### src/hw/swbm_pkg.sv
// Package for the single-wire bus master: timing figures and states.
// Assumes a 25 MHz module clock; every count is derived from it.
package swbm_pkg;
	localparam int CLK_HZ = 25000000;
	localparam int CYC_PER_US = CLK_HZ / 1000000;
	// Times in microseconds, as specified
	localparam int RESET_LOW_US = 511;
	localparam int RESET_RECOVERY_US = 512;
	localparam int ZERO_LOW_US = 100;
	localparam int ONE_LOW_US = 5;
	localparam int SLOT_US = 117;
	localparam int SAMPLE_US = 13;
	localparam int PRES_WAIT_MIN_US = 15;
	localparam int PRES_LOW_MAX_US = 240;
	// Cycle counts
	localparam int RESET_LOW_CYC = RESET_LOW_US * CYC_PER_US;
	localparam int RESET_RECOVERY_CYC = RESET_RECOVERY_US * CYC_PER_US;
	localparam int ZERO_LOW_CYC = ZERO_LOW_US * CYC_PER_US;
	localparam int ONE_LOW_CYC = ONE_LOW_US * CYC_PER_US;
	localparam int SLOT_CYC = SLOT_US * CYC_PER_US;
	localparam int SAMPLE_CYC = SAMPLE_US * CYC_PER_US;
	localparam int PRES_FROM_CYC = PRES_WAIT_MIN_US * CYC_PER_US;
	localparam int PRES_TO_CYC = (60 + PRES_LOW_MAX_US) * CYC_PER_US;
	localparam int CNT_W = 14;
	// Command codes
	localparam logic [1:0] CMD_RESET = 2'h0;
	localparam logic [1:0] CMD_WRITE0 = 2'h1;
	localparam logic [1:0] CMD_WRITE1 = 2'h2;
	localparam logic [1:0] CMD_READ = 2'h3;
	typedef enum logic [1:0] {
		SWBM_IDLE = 2'b00,
		SWBM_LOW  = 2'b01,
		SWBM_HIGH = 2'b10
	} swbm_state_t;
endpackage

### src/hw/swbm_master.sv
// Single-wire bus master: reset/presence sequence and bit time slots.
// Assumes an external pull-up on the line and a command source that
// honours valid/ready; results leave through a two-entry buffer.
`timescale 1ns/100ps
module swbm_master
	import swbm_pkg::*;
#(
	parameter int RESET_LOW_CYCLES = RESET_LOW_CYC,
	parameter int RESET_REC_CYCLES = RESET_RECOVERY_CYC
) (
	input  wire logic             clk_i,
	input  wire logic             rst_n_i,
	input  wire logic             cmd_valid_i,
	input  wire logic [1:0]       cmd_code_i,
	output logic                  cmd_ready_o,
	output logic                  res_valid_o,
	output logic                  res_data_o,
	output logic                  res_is_presence_o,
	input  wire logic             res_ready_i,
	output logic                  presence_o,
	output logic                  busy_o,
	input  wire logic             line_i,
	output logic                  line_o,
	output logic                  line_oe_o
);
	import swbm_pkg::*;

	swbm_state_t    state_ff;
	logic [CNT_W-1:0] cnt_ff;
	logic [1:0]     cmd_ff;
	logic           sync1_ff;
	logic           sync2_ff;
	logic           seen_low_ff;
	logic           bit_ff;
	logic [1:0]     buf_data_ff [0:1];
	logic [1:0]     buf_cnt_ff;
	logic           wr_ptr_ff;
	logic           rd_ptr_ff;
	logic           low_end;
	logic           high_end;
	logic           push;
	logic           pop;
	logic           buf_full;
	logic [CNT_W-1:0] low_run_ff;
	logic [CNT_W-1:0] slot_run_ff;

	// Low phase length for a command
	function automatic logic [CNT_W-1:0] low_len(input logic [1:0] c);
		unique case (c)
			CMD_RESET:  low_len = CNT_W'(RESET_LOW_CYCLES - 1);
			CMD_WRITE0: low_len = CNT_W'(ZERO_LOW_CYC - 1);
			default:    low_len = CNT_W'(ONE_LOW_CYC - 1);
		endcase
	endfunction

	// Released phase length; slot counted from falling edge
	function automatic logic [CNT_W-1:0] high_len(input logic [1:0] c);
		unique case (c)
			CMD_RESET:  high_len = CNT_W'(RESET_REC_CYCLES - 1);
			CMD_WRITE0: high_len = CNT_W'(SLOT_CYC - ZERO_LOW_CYC - 1);
			default:    high_len = CNT_W'(SLOT_CYC - ONE_LOW_CYC - 1);
		endcase
	endfunction

	assign buf_full = (buf_cnt_ff == 2'h2);
	assign low_end = (state_ff == SWBM_LOW) && (cnt_ff == low_len(cmd_ff));
	assign high_end = (state_ff == SWBM_HIGH) && (cnt_ff == high_len(cmd_ff));
	assign push = high_end && (cmd_ff == CMD_RESET || cmd_ff == CMD_READ);
	assign pop = res_valid_o && res_ready_i;

	// Line input synchroniser
	always_ff @(posedge clk_i) begin
		if (!rst_n_i) begin
			sync1_ff <= 1'b1;
			sync2_ff <= 1'b1;
		end else begin
			sync1_ff <= line_i;
			sync2_ff <= sync1_ff;
		end
	end

	// Slot sequencer; a new command waits for buffer room
	always_ff @(posedge clk_i) begin
		if (!rst_n_i) begin
			state_ff <= SWBM_IDLE;
			cnt_ff <= '0;
			cmd_ff <= CMD_RESET;
		end else begin
			unique case (state_ff)
				SWBM_IDLE: begin
					if (cmd_valid_i && !buf_full) begin
						state_ff <= SWBM_LOW;
						cmd_ff <= cmd_code_i;
						cnt_ff <= '0;
					end
				end
				SWBM_LOW: begin
					if (low_end) begin
						state_ff <= SWBM_HIGH;
					end
					cnt_ff <= low_end ? '0 : cnt_ff + 1'b1;
				end
				SWBM_HIGH: begin
					if (high_end) begin
						state_ff <= SWBM_IDLE;
					end
					cnt_ff <= high_end ? '0 : cnt_ff + 1'b1;
				end
				default: state_ff <= SWBM_IDLE;
			endcase
		end
	end

	// Line drive and handshake outputs
	always_ff @(posedge clk_i) begin
		if (!rst_n_i) begin
			line_oe_o <= 1'b0;
			line_o <= 1'b0;
			cmd_ready_o <= 1'b0;
			busy_o <= 1'b0;
		end else begin
			line_o <= 1'b0;
			line_oe_o <= (state_ff == SWBM_IDLE && cmd_valid_i && !buf_full)
				|| (state_ff == SWBM_LOW && !low_end);
			cmd_ready_o <= 1'b0;
			if (state_ff == SWBM_IDLE && cmd_valid_i && !buf_full
				&& !cmd_ready_o) begin
				cmd_ready_o <= 1'b1;
			end
			busy_o <= (state_ff != SWBM_IDLE) || (cmd_valid_i && !buf_full);
		end
	end

	// Presence window watch and read sample
	always_ff @(posedge clk_i) begin
		if (!rst_n_i) begin
			seen_low_ff <= 1'b0;
			bit_ff <= 1'b1;
		end else begin
			if (state_ff == SWBM_IDLE) begin
				seen_low_ff <= 1'b0;
			end else if (state_ff == SWBM_HIGH && cmd_ff == CMD_RESET
				&& cnt_ff >= CNT_W'(PRES_FROM_CYC)
				&& cnt_ff <= CNT_W'(PRES_TO_CYC) && !sync2_ff) begin
				seen_low_ff <= 1'b1;
			end
			if (state_ff == SWBM_HIGH && cmd_ff == CMD_READ
				&& cnt_ff == CNT_W'(SAMPLE_CYC - ONE_LOW_CYC)) begin
				bit_ff <= sync2_ff;
			end
		end
	end

	// Two-entry result buffer: {is_presence, data}
	always_ff @(posedge clk_i) begin
		if (!rst_n_i) begin
			buf_data_ff[0] <= 2'h0;
			buf_data_ff[1] <= 2'h0;
			buf_cnt_ff <= 2'h0;
			wr_ptr_ff <= 1'b0;
			rd_ptr_ff <= 1'b0;
		end else begin
			if (push) begin
				buf_data_ff[wr_ptr_ff] <= (cmd_ff == CMD_RESET) ?
					{1'b1, seen_low_ff} : {1'b0, bit_ff};
				wr_ptr_ff <= ~wr_ptr_ff;
			end
			if (pop) begin
				rd_ptr_ff <= ~rd_ptr_ff;
			end
			buf_cnt_ff <= buf_cnt_ff + {1'b0, push} - {1'b0, pop};
		end
	end

	// Registered buffer head and presence flag
	always_ff @(posedge clk_i) begin
		if (!rst_n_i) begin
			res_valid_o <= 1'b0;
			res_data_o <= 1'b0;
			res_is_presence_o <= 1'b0;
			presence_o <= 1'b0;
		end else begin
			if (!res_valid_o || pop) begin
				if (buf_cnt_ff - {1'b0, pop} != 2'h0) begin
					res_valid_o <= 1'b1;
					{res_is_presence_o, res_data_o} <=
						buf_data_ff[rd_ptr_ff ^ pop];
				end else begin
					res_valid_o <= 1'b0;
				end
			end
			if (push && cmd_ff == CMD_RESET) begin
				presence_o <= seen_low_ff;
			end
		end
	end

	// Drive length and slot age, counted apart from the sequencer count;
	// slot age wraps in long reset slots, which are not judged on it
	always_ff @(posedge clk_i) begin
		if (!rst_n_i) begin
			low_run_ff <= '0;
			slot_run_ff <= '0;
		end else begin
			low_run_ff <= line_oe_o ? low_run_ff + 1'b1 : '0;
			slot_run_ff <= (state_ff == SWBM_IDLE) ? '0 : slot_run_ff + 1'b1;
		end
	end

	// Reset low pulse lasts the full count
	property p_reset_low;
		@(posedge clk_i) disable iff (!rst_n_i)
		$fell(line_oe_o) && cmd_ff == CMD_RESET
			|-> low_run_ff == CNT_W'(RESET_LOW_CYCLES);
	endproperty
	a_reset_low: assert property (p_reset_low)
		else $error("reset low pulse cut short");

	// After reset release the line stays released
	property p_recovery;
		@(posedge clk_i) disable iff (!rst_n_i)
		(state_ff == SWBM_HIGH && cmd_ff == CMD_RESET) |=> !line_oe_o;
	endproperty
	a_recovery: assert property (p_recovery)
		else $error("line driven during reset recovery");

	// Zero bit low phase lasts its count
	property p_zero_low;
		@(posedge clk_i) disable iff (!rst_n_i)
		$fell(line_oe_o) && cmd_ff == CMD_WRITE0
			|-> low_run_ff == CNT_W'(ZERO_LOW_CYC);
	endproperty
	a_zero_low: assert property (p_zero_low)
		else $error("zero bit low length wrong");

	// One or read low phase ends on time and releases
	property p_one_low;
		@(posedge clk_i) disable iff (!rst_n_i)
		$fell(line_oe_o) && cmd_ff[1]
			|-> low_run_ff == CNT_W'(ONE_LOW_CYC);
	endproperty
	a_one_low: assert property (p_one_low)
		else $error("one/read low not released");

	// Slot ends at the slot count
	property p_slot;
		@(posedge clk_i) disable iff (!rst_n_i)
		high_end && cmd_ff != CMD_RESET |-> slot_run_ff == CNT_W'(SLOT_CYC - 1);
	endproperty
	a_slot: assert property (p_slot)
		else $error("slot length wrong");

	// Zero slot end within limit
	property p_zero_slot;
		@(posedge clk_i) disable iff (!rst_n_i)
		high_end && cmd_ff == CMD_WRITE0 |-> state_ff == SWBM_HIGH ##1
			state_ff == SWBM_IDLE;
	endproperty
	a_zero_slot: assert property (p_zero_slot)
		else $error("zero slot did not end");

	// A pushed read result shows as valid one to four cycles later
	property p_read;
		@(posedge clk_i) disable iff (!rst_n_i)
		push && cmd_ff == CMD_READ && !buf_full |=> ##[0:3] res_valid_o;
	endproperty
	a_read: assert property (p_read)
		else $error("read result not delivered");

	// Presence flag follows the window watch
	property p_presence;
		@(posedge clk_i) disable iff (!rst_n_i)
		push && cmd_ff == CMD_RESET |=> presence_o == $past(seen_low_ff);
	endproperty
	a_presence: assert property (p_presence)
		else $error("presence flag mismatch");
endmodule

### config.mk
export PLATFORM = sky130hd
export DESIGN_NAME = swbm_master
export DESIGN_NICKNAME = d
export VERILOG_FILES = /design/src/hw/swbm_pkg.sv /design/src/hw/swbm_master.sv
export SDC_FILE = /design/constraint.sdc
export NUM_CORES = 1
export LEC_CHECK = 0
export ABC_AREA = 1
export BUFFER_PORTS_ARGS = -buffer_cell sky130_fd_sc_hd__buf_4
export CAP_MARGIN = 20
export CELL_PAD_IN_SITES_DETAIL_PLACEMENT = 1
export CELL_PAD_IN_SITES_GLOBAL_PLACEMENT = 1
export CORE_MARGIN = 2
export CORE_UTILIZATION = 43
export DETAILED_ROUTE_END_ITERATION = 6
export PLACE_DENSITY = 0.77
export SETUP_SLACK_MARGIN = 0.3
export SLEW_MARGIN = 15
export SYNTH_ARGS = -nofsm -noshare
export SYNTH_HDL_FRONTEND = slang
export SYNTH_SLANG_ARGS = --single-unit
export TNS_END_PERCENT = 10
### constraint.sdc
create_clock -name clk_i -period 2.9 [get_ports clk_i]
set_input_delay 0.58 -clock clk_i [delete_from_list [all_inputs] [get_ports clk_i]]
set_output_delay 0.58 -clock clk_i [all_outputs]
set_load 0.05 [all_outputs]
==> results of run 1 <==
area by class of cell:
| type | count | share of cell area, % |
|---|---|---|
| inverters | 55 | 8.37 |
| flip-flops and latches | 37 | 31.7 |
| well taps | 70 | 3.55 |
| clock buffers | 6 | 2.94 |
| repair buffers | 13 | 3.96 |
| clock inverters | 2 | 1.37 |
| multi-input cells | 233 | 48.1 |
critical path: stages, from the launching register on:
cell     delay, ps
dfxtp_1        340
inv_1           90
ha_1           290
inv_2          140
nand2_1        110
nand2_1         70
nand3_1         80
nor2_1         140
nand2_2        100
inv_2           80
nand2_2         70
ha_1           280
inv_1           40
ha_1           170
xor2_1         150
o21ai_0        180
a21oi_1         50
sequential cells by signal (all words and copies together), names as in the netlist, 2 cells and up:
signal,flops
buf_data_ff,4
buf_cnt_ff,2
cmd_ff,2
state_ff,2
cnt_ff,14
report_power, final:
group	switching (mW)	internal (mW)
logic	0.457	0.176
clock network	0.185	0.254
registers	0.0344	0.567
total	0.676	0.998
final timing paths:
check                           slack, ps            end  depth (start not counted)
worst max-delay path                  390  buf_cnt_ff[1]                         16
worst max register to register        390  buf_cnt_ff[1]                         16
worst min-delay path                  420    cmd_ready_o                          1
worst min register to register        420    cmd_ready_o                          1
kinds of logic after synthesis:
kind of cell	share of synthesized area, %
other cells	0.170
flops	35.3
xor+xnor	0.792
compound gates	10.7
simple gates	35.1
buf+inv	11.1
fa+ha+maj	6.79
per-layer routing:
metal | wire length (µm) | vias to the layer above
li1 | - | 1081
met1 | 2970 | 1042
met5 | 0 | -
met3 | 232 | 8
met4 | 70 | 0
met2 | 3030 | 35
cells in the mapped netlist, drive strengths merged:
cell	instances
o31ai	2
and3	1
nand4	6
nand2	76
o21ai	17
ha	12
edfxtp	4
buf	5
nor4	1
xor2	2
or2	2
nand3b	3
clkbuf	2
nor3	5
conb	1
nor2	47
nand3	33
nor3b	1
inv	55
a21oi	22
a211oi	2
dfxtp	33
through the flow:
stage,instances,worst slack [ps]
after floorplan,332,720
after global placement,408,470
after detailed placement,408,403
after CTS,416,373
after global routing,416,160
final,416,394
==> impl_metrics.csv, run 1 <==
group,metric,value,unit
floorplan,fp.dieH,75.7,µm
logic_synthesis,yosys.area.top_type,"dfxtp_1",
logic_synthesis,seq_area_frac_synth,35.3,%
floorplan,core,0.00504,mm²
timing,rsz0062_at_grt,"true",
routing,drt_iter0_drc,111,
timing,finalMaxSlewViolations,0,
finish,layout.nets,364,
finish,antenna_cells,0,
floorplan,row_count,26,
global_routing,grt_use_total,24.0,%
worst_hold_path,hp-start,"cmd_ready_o",
timing,post-route-min-period,2510,ps
power,power,1.67,mW
finish,fin_util,48.9,%
logic_synthesis,ys_seq_elements,37,
logic_synthesis,synth_area_leaders,"dfxtp_1, nand2_1, inv_1",
routing,dr_total_vias,2166,
floorplan,die_width,75.7,µm
timing,timing.hold.ws,420,ps
logic_synthesis,yosys_warnings,0,
timing,finClkSkew,3.53,ps
global_routing,grt_max_degree,23,
power,p_leak,1.10,nW
clock_network,path_clk_slew,70,ps
clock_network,cts_root_buf,"clkbuf_8",
logic_synthesis,avgSynthCellArea,6.66,µm²
placed_design,gp_congestion,0.958,
finish,fill_cells,701,
placed_design,port-buffer-count,13,
timing,setup_viol,0,
clock_network,holdBufCountCts,0,
floorplan,initial_core_util,43.9,%
logic_synthesis,synth_top_cell_area_share,29.9,%
logic_synthesis,synth_cells,332,
setup_path,crit_path_end_kind,"flop",
clock_network,cts_tree,"yes",
finish,layout_common_cells,"nand2_1, inv_1, nor2_1",
clock_network,cts_setup_buffers,0,
job,cap_violations,0,
setup_path,arrival,2690,ps
global_routing,grt_remaining_overflow,0,
finish,syn_to_final_growth,11.5,%
logic_synthesis,synth_nets,351,
routing,viasPerCell,5.21,
global_routing,gr-usage-met2,39.9,%
logic_synthesis,ys_types,28,
finish,multi_input_area,0.00119,mm²
clock_network,h-tree-depth,2,
global_routing,grt_pass1_wl,10200,µm
clock_network,numCtsBuffers,5,
outcome,status,"complete, no violations",
global_routing,met3_usage,4.76,%
global_routing,top_usage_layer,"met2",
timing,worst-slew-pin-transition,590,ps
setup_path,crit_path_start_kind,"flop",
clock_network,clock_path_buffers,2,
finish,layout-drive-gt1-share,9.83,%
routing,ant_nets,0,
routing,firstDrtPassIters,4,
timing,timing.fmax,0.399,GHz
timing,tns,0,ps
worst_hold_path,hold_path.class,"reg -> reg",
setup_path,path_class,"reg -> reg",
finish,fin_area,0.00247,mm²
clock_network,cts_sinks,37,
setup_path,crit_start,"cmd_ff[1]",
power,vdd_ir_drop_max,0.379,mV
floorplan,die_area,0.00573,mm²
routing,routed_wl,6300,µm
placed_design,hpwl,4870,µm
clock_network,cts_resized,0,
setup_path,reg2reg_from,"cmd_ff[1]",
finish,ff_latch_area,781,µm²
global_routing,grt_pass1_vias,2127,
finish,final_common_cell,"nand2_1",
routing,route.detailed.drc,0,
floorplan,ioPinCount,15,
timing,max_slew_margin,60.3,%
routing,avgRoutedWirePerCell,15.2,µm
setup_path,required,3080,ps
placed_design,post_dp_cell_area,0.00236,mm²
logic_synthesis,syn_area,0.00221,mm²
timing,finalCritPeriodShare,86.4,%
power,p_per_area,679,mW/mm²
setup_path,worstPathMaxFanout,6,
global_routing,grt_antenna_before_repair,0,
timing,finalHoldViolations,0,
clock_network,clock_latency,290,ps
global_routing,met1_usage,31.6,%
(Power assumes the default switching activity.)
==> run 2, diff against run 1 <==
--- a/config.mk
+++ b/config.mk
@@ -8,15 +8,15 @@
 export ABC_AREA = 1
 export BUFFER_PORTS_ARGS = -buffer_cell sky130_fd_sc_hd__buf_4
 export CAP_MARGIN = 20
-export CELL_PAD_IN_SITES_DETAIL_PLACEMENT = 1
-export CELL_PAD_IN_SITES_GLOBAL_PLACEMENT = 1
+export CELL_PAD_IN_SITES_DETAIL_PLACEMENT = 2
+export CELL_PAD_IN_SITES_GLOBAL_PLACEMENT = 2
 export CORE_MARGIN = 2
-export CORE_UTILIZATION = 43
+export CORE_UTILIZATION = 33
 export DETAILED_ROUTE_END_ITERATION = 6
-export PLACE_DENSITY = 0.77
+export PLACE_DENSITY = 0.76
 export SETUP_SLACK_MARGIN = 0.3
 export SLEW_MARGIN = 15
 export SYNTH_ARGS = -nofsm -noshare
 export SYNTH_HDL_FRONTEND = slang
 export SYNTH_SLANG_ARGS = --single-unit
-export TNS_END_PERCENT = 10
+export TNS_END_PERCENT = 1
==> run 2 against run 1 <==
Net effect: non-clock buffer count increased by 1; global-route usage down 2.0 points; clock skew grew 6.4 ps; utilization decreased by 10 points; power about the same; combinational power grew 9.6%; first-iteration DRC count decreased by 27%; via count is 0.32% higher; die area increased by 29%; register-to-register slack better by 120 ps.
==> impl_metrics.csv, run 2 (same netlist as run 1, synthesis figures left out) <==
group,metric,value,unit
outcome,status,"complete, no violations",
setup_path,worstPathMaxFanout,4,
setup_path,crit_chain,"inv_1, ha_2, nand3_1, nand2_1, nand3_1, nor2_1, nand2_2, inv_2, nand2_2, ha_1, inv_1, ha_1, xor2_1, o21ai_0, a21oi_1",
finish,syn_to_final_growth,12.4,%
finish,layout_common_cells,"nand2_1, inv_1, nor2_1",
floorplan,row_count,29,
routing,route.detailed.drc,0,
global_routing,met3_usage,3.56,%
clock_network,h-tree-depth,2,
clock_network,cts_resized,0,
placed_design,port-buffer-count,13,
finish,fill_cells,795,
timing,max_slew_margin,58.0,%
timing,tns,0,ps
global_routing,met1_usage,28.8,%
routing,viasPerCell,5.13,
routing,ant_nets,0,
power,p_sw,739,µW
placed_design,gp_congestion,0.843,
global_routing,grt_pass1_wl,12400,µm
global_routing,grt_pass1_vias,2411,
finish,largest_register_ffs,14,
global_routing,grt_remaining_overflow,0,
setup_path,cpPeakStageDelay,350,ps
power,power,1.67,mW
timing,finalHoldViolations,0,
clock_network,numCtsBuffers,5,
timing,finClkSkew,9.89,ps
clock_network,holdBufCountCts,0,
setup_path,path_class,"reg -> reg",
timing,setup_viol,0,
finish,ff_latch_area,782,µm²
floorplan,initial_core_util,34.4,%
power,comb_power_share,41.4,%
floorplan,core,0.00642,mm²
setup_path,arrival,2620,ps
power,power_frac_seq,36.4,%
power,power_frac_clock,22.1,%
clock_network,clock_path_buffers,2,
finish,layout.nets,365,
setup_path,required,3140,ps
power,p_int,935,µW
global_routing,grt_use_total,22.0,%
global_routing,grt_antenna_before_repair,0,
timing,worst-slew-pin-transition,629,ps
floorplan,ioPinCount,15,
power,vdd_ir_drop_max,0.397,mV
finish,layout-drive-gt1-share,11.2,%
timing,finalMaxSlewViolations,0,
timing,finalCritPeriodShare,82.3,%
timing,post-route-min-period,2390,ps
routing,drt_iter0_drc,81,
job,cap_violations,0,
finish,largestRegisters,"cnt_ff x14, buf_data_ff x4",
floorplan,die_width,85.9,µm
worst_hold_path,hold_path.class,"reg -> reg",
setup_path,crit_path_end_kind,"flop",
routing,dr_total_vias,2173,
floorplan,die_area,0.00737,mm²
power,p_leak,1.09,nW
timing,rsz0062_at_grt,"false",
setup_path,r2r_setup_slack,510,ps
global_routing,grt_max_degree,23,
power,sw_frac_of_total,44.1,%
timing,timing.hold.ws,432,ps
global_routing,gr-usage-met2,37.3,%
timing,timing.fmax,0.419,GHz
finish,multi_input_area,0.00121,mm²
global_routing,top_usage_layer,"met2",
finish,antenna_cells,0,
routing,routed_wl,7540,µm
floorplan,fp.dieH,85.9,µm
routing,firstDrtPassIters,4,
finish,final_common_cell,"nand2_1",
clock_network,cts_setup_buffers,0,
clock_network,clock_latency,300,ps
finish,top_register,"cnt_ff",
clock_network,cts_tree,"yes",
power,p_per_area,673,mW/mm²
routing,avgRoutedWirePerCell,17.8,µm
clock_network,cts_root_buf,"clkbuf_8",
clock_network,path_clk_slew,80,ps
clock_network,cts_sinks,37,
setup_path,crit_path_start_kind,"flop",
setup_path,cpMaxStageDelayCell,"dfxtp_2",
placed_design,hpwl,5660,µm
==> run 2: critical path: cells and delay by family (launching register included) <==
kind,cells,cell delay (ps)
DFF,1,350
xor gates and xnor gates,1,180
AOI/OAI and AO/OA,2,230
and+or+nand+nor,6,570
buffers and inverters,3,290
adders and majority gates,3,710
==> run 2: stage by stage <==
step / setup WS (ps) / utilization, % / cell area (µm²) / instances
2_1_floorplan: 720 / - / 2210 / 332
3_5_place_dp: 426 / 37.0 / 2370 / 416
4_1_cts: 382 / 38.3 / 2460 / 424
6_report: 512 / 38.7 / 2490 / 424
3_3_place_gp: 545 / 37.0 / 2370 / 416
5_1_grt: 282 / 38.7 / 2490 / 424
==> run 2: layout make-up <==
class                      instances  share of cell area [%]
sequential                        37                    31.4
timing repair buffer              14                    4.23
clock buffer                       5                    2.77
inverter                          55                    8.30
tap                               77                    3.87
clock inverter                     3                   0.654
multi-input combinational        233                    48.7
==> run 2: metal layers <==
layer  vias to the layer above  share of wire [%]
li1                       1078                  -
met1                      1055                 46
met2                        30                 49
met3                        10                3.0
met4                         0                1.3
met5                         -                  0
==> run 2: path summary, 6_finish.rpt <==
| check | from | to | cells after the start |
|---|---|---|---|
| max | cmd_ff[0] | buf_cnt_ff[1] | 15 |
| min reg2reg | sync1_ff | sync2_ff | 1 |
| max reg2reg | cmd_ff[0] | buf_cnt_ff[1] | 15 |
| min | sync1_ff | sync2_ff | 1 |
==> run 2: power by group through the flow <==
| stage | Clock, mW | Sequential (mW) | Combinational (mW) |
|---|---|---|---|
| final | 0.370 | 0.610 | 0.694 |
| after global routing | 0.400 | 0.617 | 0.771 |
| after floorplan | 0 | 0.678 | 0.398 |
| after detailed placement | 0 | 0.617 | 0.664 |
| after global placement | 0 | 0.614 | 0.642 |
| after CTS | 0.385 | 0.606 | 0.669 |
==> run 3, diff against run 2 <==
==> constraint.sdc (replaced) <==
create_clock -name clk_i -period 2.2 [get_ports clk_i]
set_input_delay 0.44 -clock clk_i [delete_from_list [all_inputs] [get_ports clk_i]]
set_output_delay 0.44 -clock clk_i [all_outputs]
set_load 0.05 [all_outputs]
==> run 3 against run 2 <==
Net effect: setup slack lost 460 ps; clock skew down 2.5 ps; sequential share of layout area is 3.8 points lower; via count increased by 7.6%; clock power is 34% higher; critical path type unchanged; largest cell class unchanged.
==> impl_metrics.csv, run 3 (same netlist as run 1, synthesis figures left out) <==
group,metric,value,unit
floorplan,die_area,0.00737,mm²
power,p_per_area,863,mW/mm²
floorplan,initial_core_util,34.4,%
setup_path,cpMaxStageDelayCell,"dfxtp_2",
timing,post-route-min-period,2150,ps
finish,fill_cells,762,
clock_network,clock_path_buffers,2,
global_routing,grt_antenna_before_repair,0,
floorplan,ioPinCount,15,
routing,viasPerCell,5.22,
power,vdd_ir_drop_max,0.665,mV
timing,fin_ws,49.3,ps
floorplan,row_count,29,
setup_path,crit-reg2reg-capture,"buf_cnt_ff[1]",
finish,multi_input_area,0.00136,mm²
clock_network,cts_root_buf,"clkbuf_8",
power,power_frac_clock,20.1,%
timing,finClkSkew,7.43,ps
routing,dr_total_vias,2339,
timing,timing.fmax,0.465,GHz
setup_path,cpPeakStageDelay,340,ps
power,comb_power_share,46.9,%
routing,firstDrtPassIters,6,
setup_path,r2r_setup_slack,50,ps
clock_network,numCtsBuffers,5,
placed_design,post-place-ws,-1.37,ps
placed_design,port-buffer-count,13,
floorplan,die_width,85.9,µm
power,power_frac_seq,33.0,%
clock_network,holdBufCountCts,0,
setup_path,reg2reg_from,"cmd_ff[1]",
power,sw_frac_of_total,43.8,%
timing,setup_viol,0,
finish,final_common_cell,"nand2_1",
worst_hold_path,min_path_cells,2,
setup_path,crit_chain,"inv_4, ha_4, nand3_1, nand2_2, nand3_4, nor2_2, nand2_2, inv_2, nand2_4, ha_4, inv_2, ha_4, xor2_2, o21ai_1, a21oi_1",
power,power,2.46,mW
routing,ant_nets,0,
finish,ff_latch_area,790,µm²
worst_hold_path,min_to,"sync1_ff",
placed_design,dp_cells,432,
finish,antenna_cells,0,
setup_path,required,2390,ps
floorplan,core,0.00642,mm²
timing,finalHoldViolations,0,
setup_path,worstPathMaxFanout,4,
timing,rsz0062_at_grt,"true",
timing,finalCritPeriodShare,97.8,%
clock_network,cts_tree,"yes",
clock_network,path_clk_slew,80,ps
setup_path,crit_path_start_kind,"flop",
finish,top_register,"cnt_ff",
finish,layout.nets,389,
finish,layout-drive-gt1-share,25.3,%
job,cap_violations,0,
placed_design,hpwl,6180,µm
power,p_int,1.38,mW
setup_path,path_class,"reg -> reg",
setup_path,crit_path_end_kind,"flop",
finish,largest_register_ffs,14,
power,p_sw,1.08,mW
global_routing,grt_remaining_overflow,0,
worst_hold_path,hold_path.class,"in -> reg",
timing,worst-slew-pin-transition,560,ps
worst_hold_path,hp-start,"line_i",
floorplan,fp.dieH,85.9,µm
setup_path,crit_start,"cmd_ff[1]",
global_routing,grt_use_total,22.9,%
clock_network,h-tree-depth,2,
routing,avgRoutedWirePerCell,18.2,µm
clock_network,clock_latency,300,ps
timing,finalMaxSlewViolations,0,
setup_path,crit_top_cell,"ha_4",
setup_path,arrival,2350,ps
global_routing,grt_max_degree,22,
timing,tns,0,ps
finish,layout_common_cells,"nand2_1, inv_1, nor2_1",
clock_network,cts_sinks,37,
finish,syn_to_final_growth,28.9,%
power,p_leak,1.24,nW
finish,final_cells,448,
outcome,status,"complete, no violations",
routing,route.detailed.drc,0,
finish,largestRegisters,"cnt_ff x14, buf_data_ff x4",
placed_design,gp_congestion,0.922,
global_routing,grt_pass1_vias,2422,
setup_path,reg2reg_depth,15,
timing,max_slew_margin,62.4,%
routing,routed_wl,8150,µm
routing,drt_iter0_drc,83,
global_routing,grt_pass1_wl,12900,µm
[run 3: cell types whose count changed in the layout (fill, tap and decap cells not counted), moves of 3 or more]
| cell | change |
|---|---|
| nor2_2 | +4 |
| inv_1 | -4 |
| nor2_1 | -5 |
| dfxtp_1 | -4 |
| ha_4 | +3 |
| buf_4 | +23 |
| nand3_1 | -3 |
| o21ai_0 | -3 |
| dfxtp_2 | +3 |
| nand2_2 | +8 |
| nand2_1 | -11 |
[run 3: what timing repair did]
action / CTS / global route
buffers inserted: 4 / 4
gates cloned: 0 / 0
gates resized for setup: 9 / 26
pin swaps: 12 / 18
setup endpoints to repair: 12 / 26
[run 3: area by class of cell]
cell class | instances | area share (%)
multi-input cells | 233 | 47.6
clock inverters | 1 | 0.307
flip-flops and latches | 37 | 27.7
inverters | 55 | 7.90
clock buffers | 7 | 2.68
repair buffers | 38 | 10.4
well taps | 77 | 3.38
[run 3: power by group through the flow]
stage | logic (mW) | clock network (mW) | registers, mW
after floorplan | 0.580 | 0 | 0.907
after global placement | 0.929 | 0 | 0.817
after detailed placement | 0.972 | 0 | 0.823
after CTS | 1.01 | 0.514 | 0.810
after global routing | 1.25 | 0.534 | 0.821
final | 1.15 | 0.495 | 0.811
[run 3: worst max-delay path by stage]
stage,depth (start not counted),slack (ps),to
floorplan,16,210,buf_cnt_ff[1]
global placement,16,80,buf_cnt_ff[1]
detailed placement,16,-1,buf_cnt_ff[1]
CTS,16,60,buf_cnt_ff[1]
global route,15,-90,buf_cnt_ff[1]
finish,15,50,buf_cnt_ff[1]
[run 3: critical path: cells and delay by family, from the launching register on]
| family | cells | cell delay, ps |
|---|---|---|
| AO/OA/AOI/OAI | 2 | 190 |
| XOR/XNOR | 1 | 140 |
| adder cells (fa/ha/maj) | 3 | 600 |
| buffers and inverters | 3 | 220 |
| flip-flops | 1 | 340 |
| AND/OR/NAND/NOR | 6 | 570 |
[run 3: per-layer routing]
metal | vias up | track usage, % | part of all wire [%] | routed length [µm]
li1 | 1129 | - | - | -
met1 | 1177 | 31.3 | 49 | 3970
met2 | 27 | 37.6 | 49 | 3970
met3 | 6 | 4.43 | 2.1 | 168
met4 | 0 | 4.91 | 0.52 | 42
met5 | - | 0 | 0 | 0
[run 3: through the flow]
stage	cell area (µm²)	utilization (%)	hold slack, ps
after floorplan	2290	-	393
after global placement	2580	40.1	399
after detailed placement	2580	40.1	407
after CTS	2720	42.4	325
after global routing	2850	44.4	329
final	2850	44.4	330
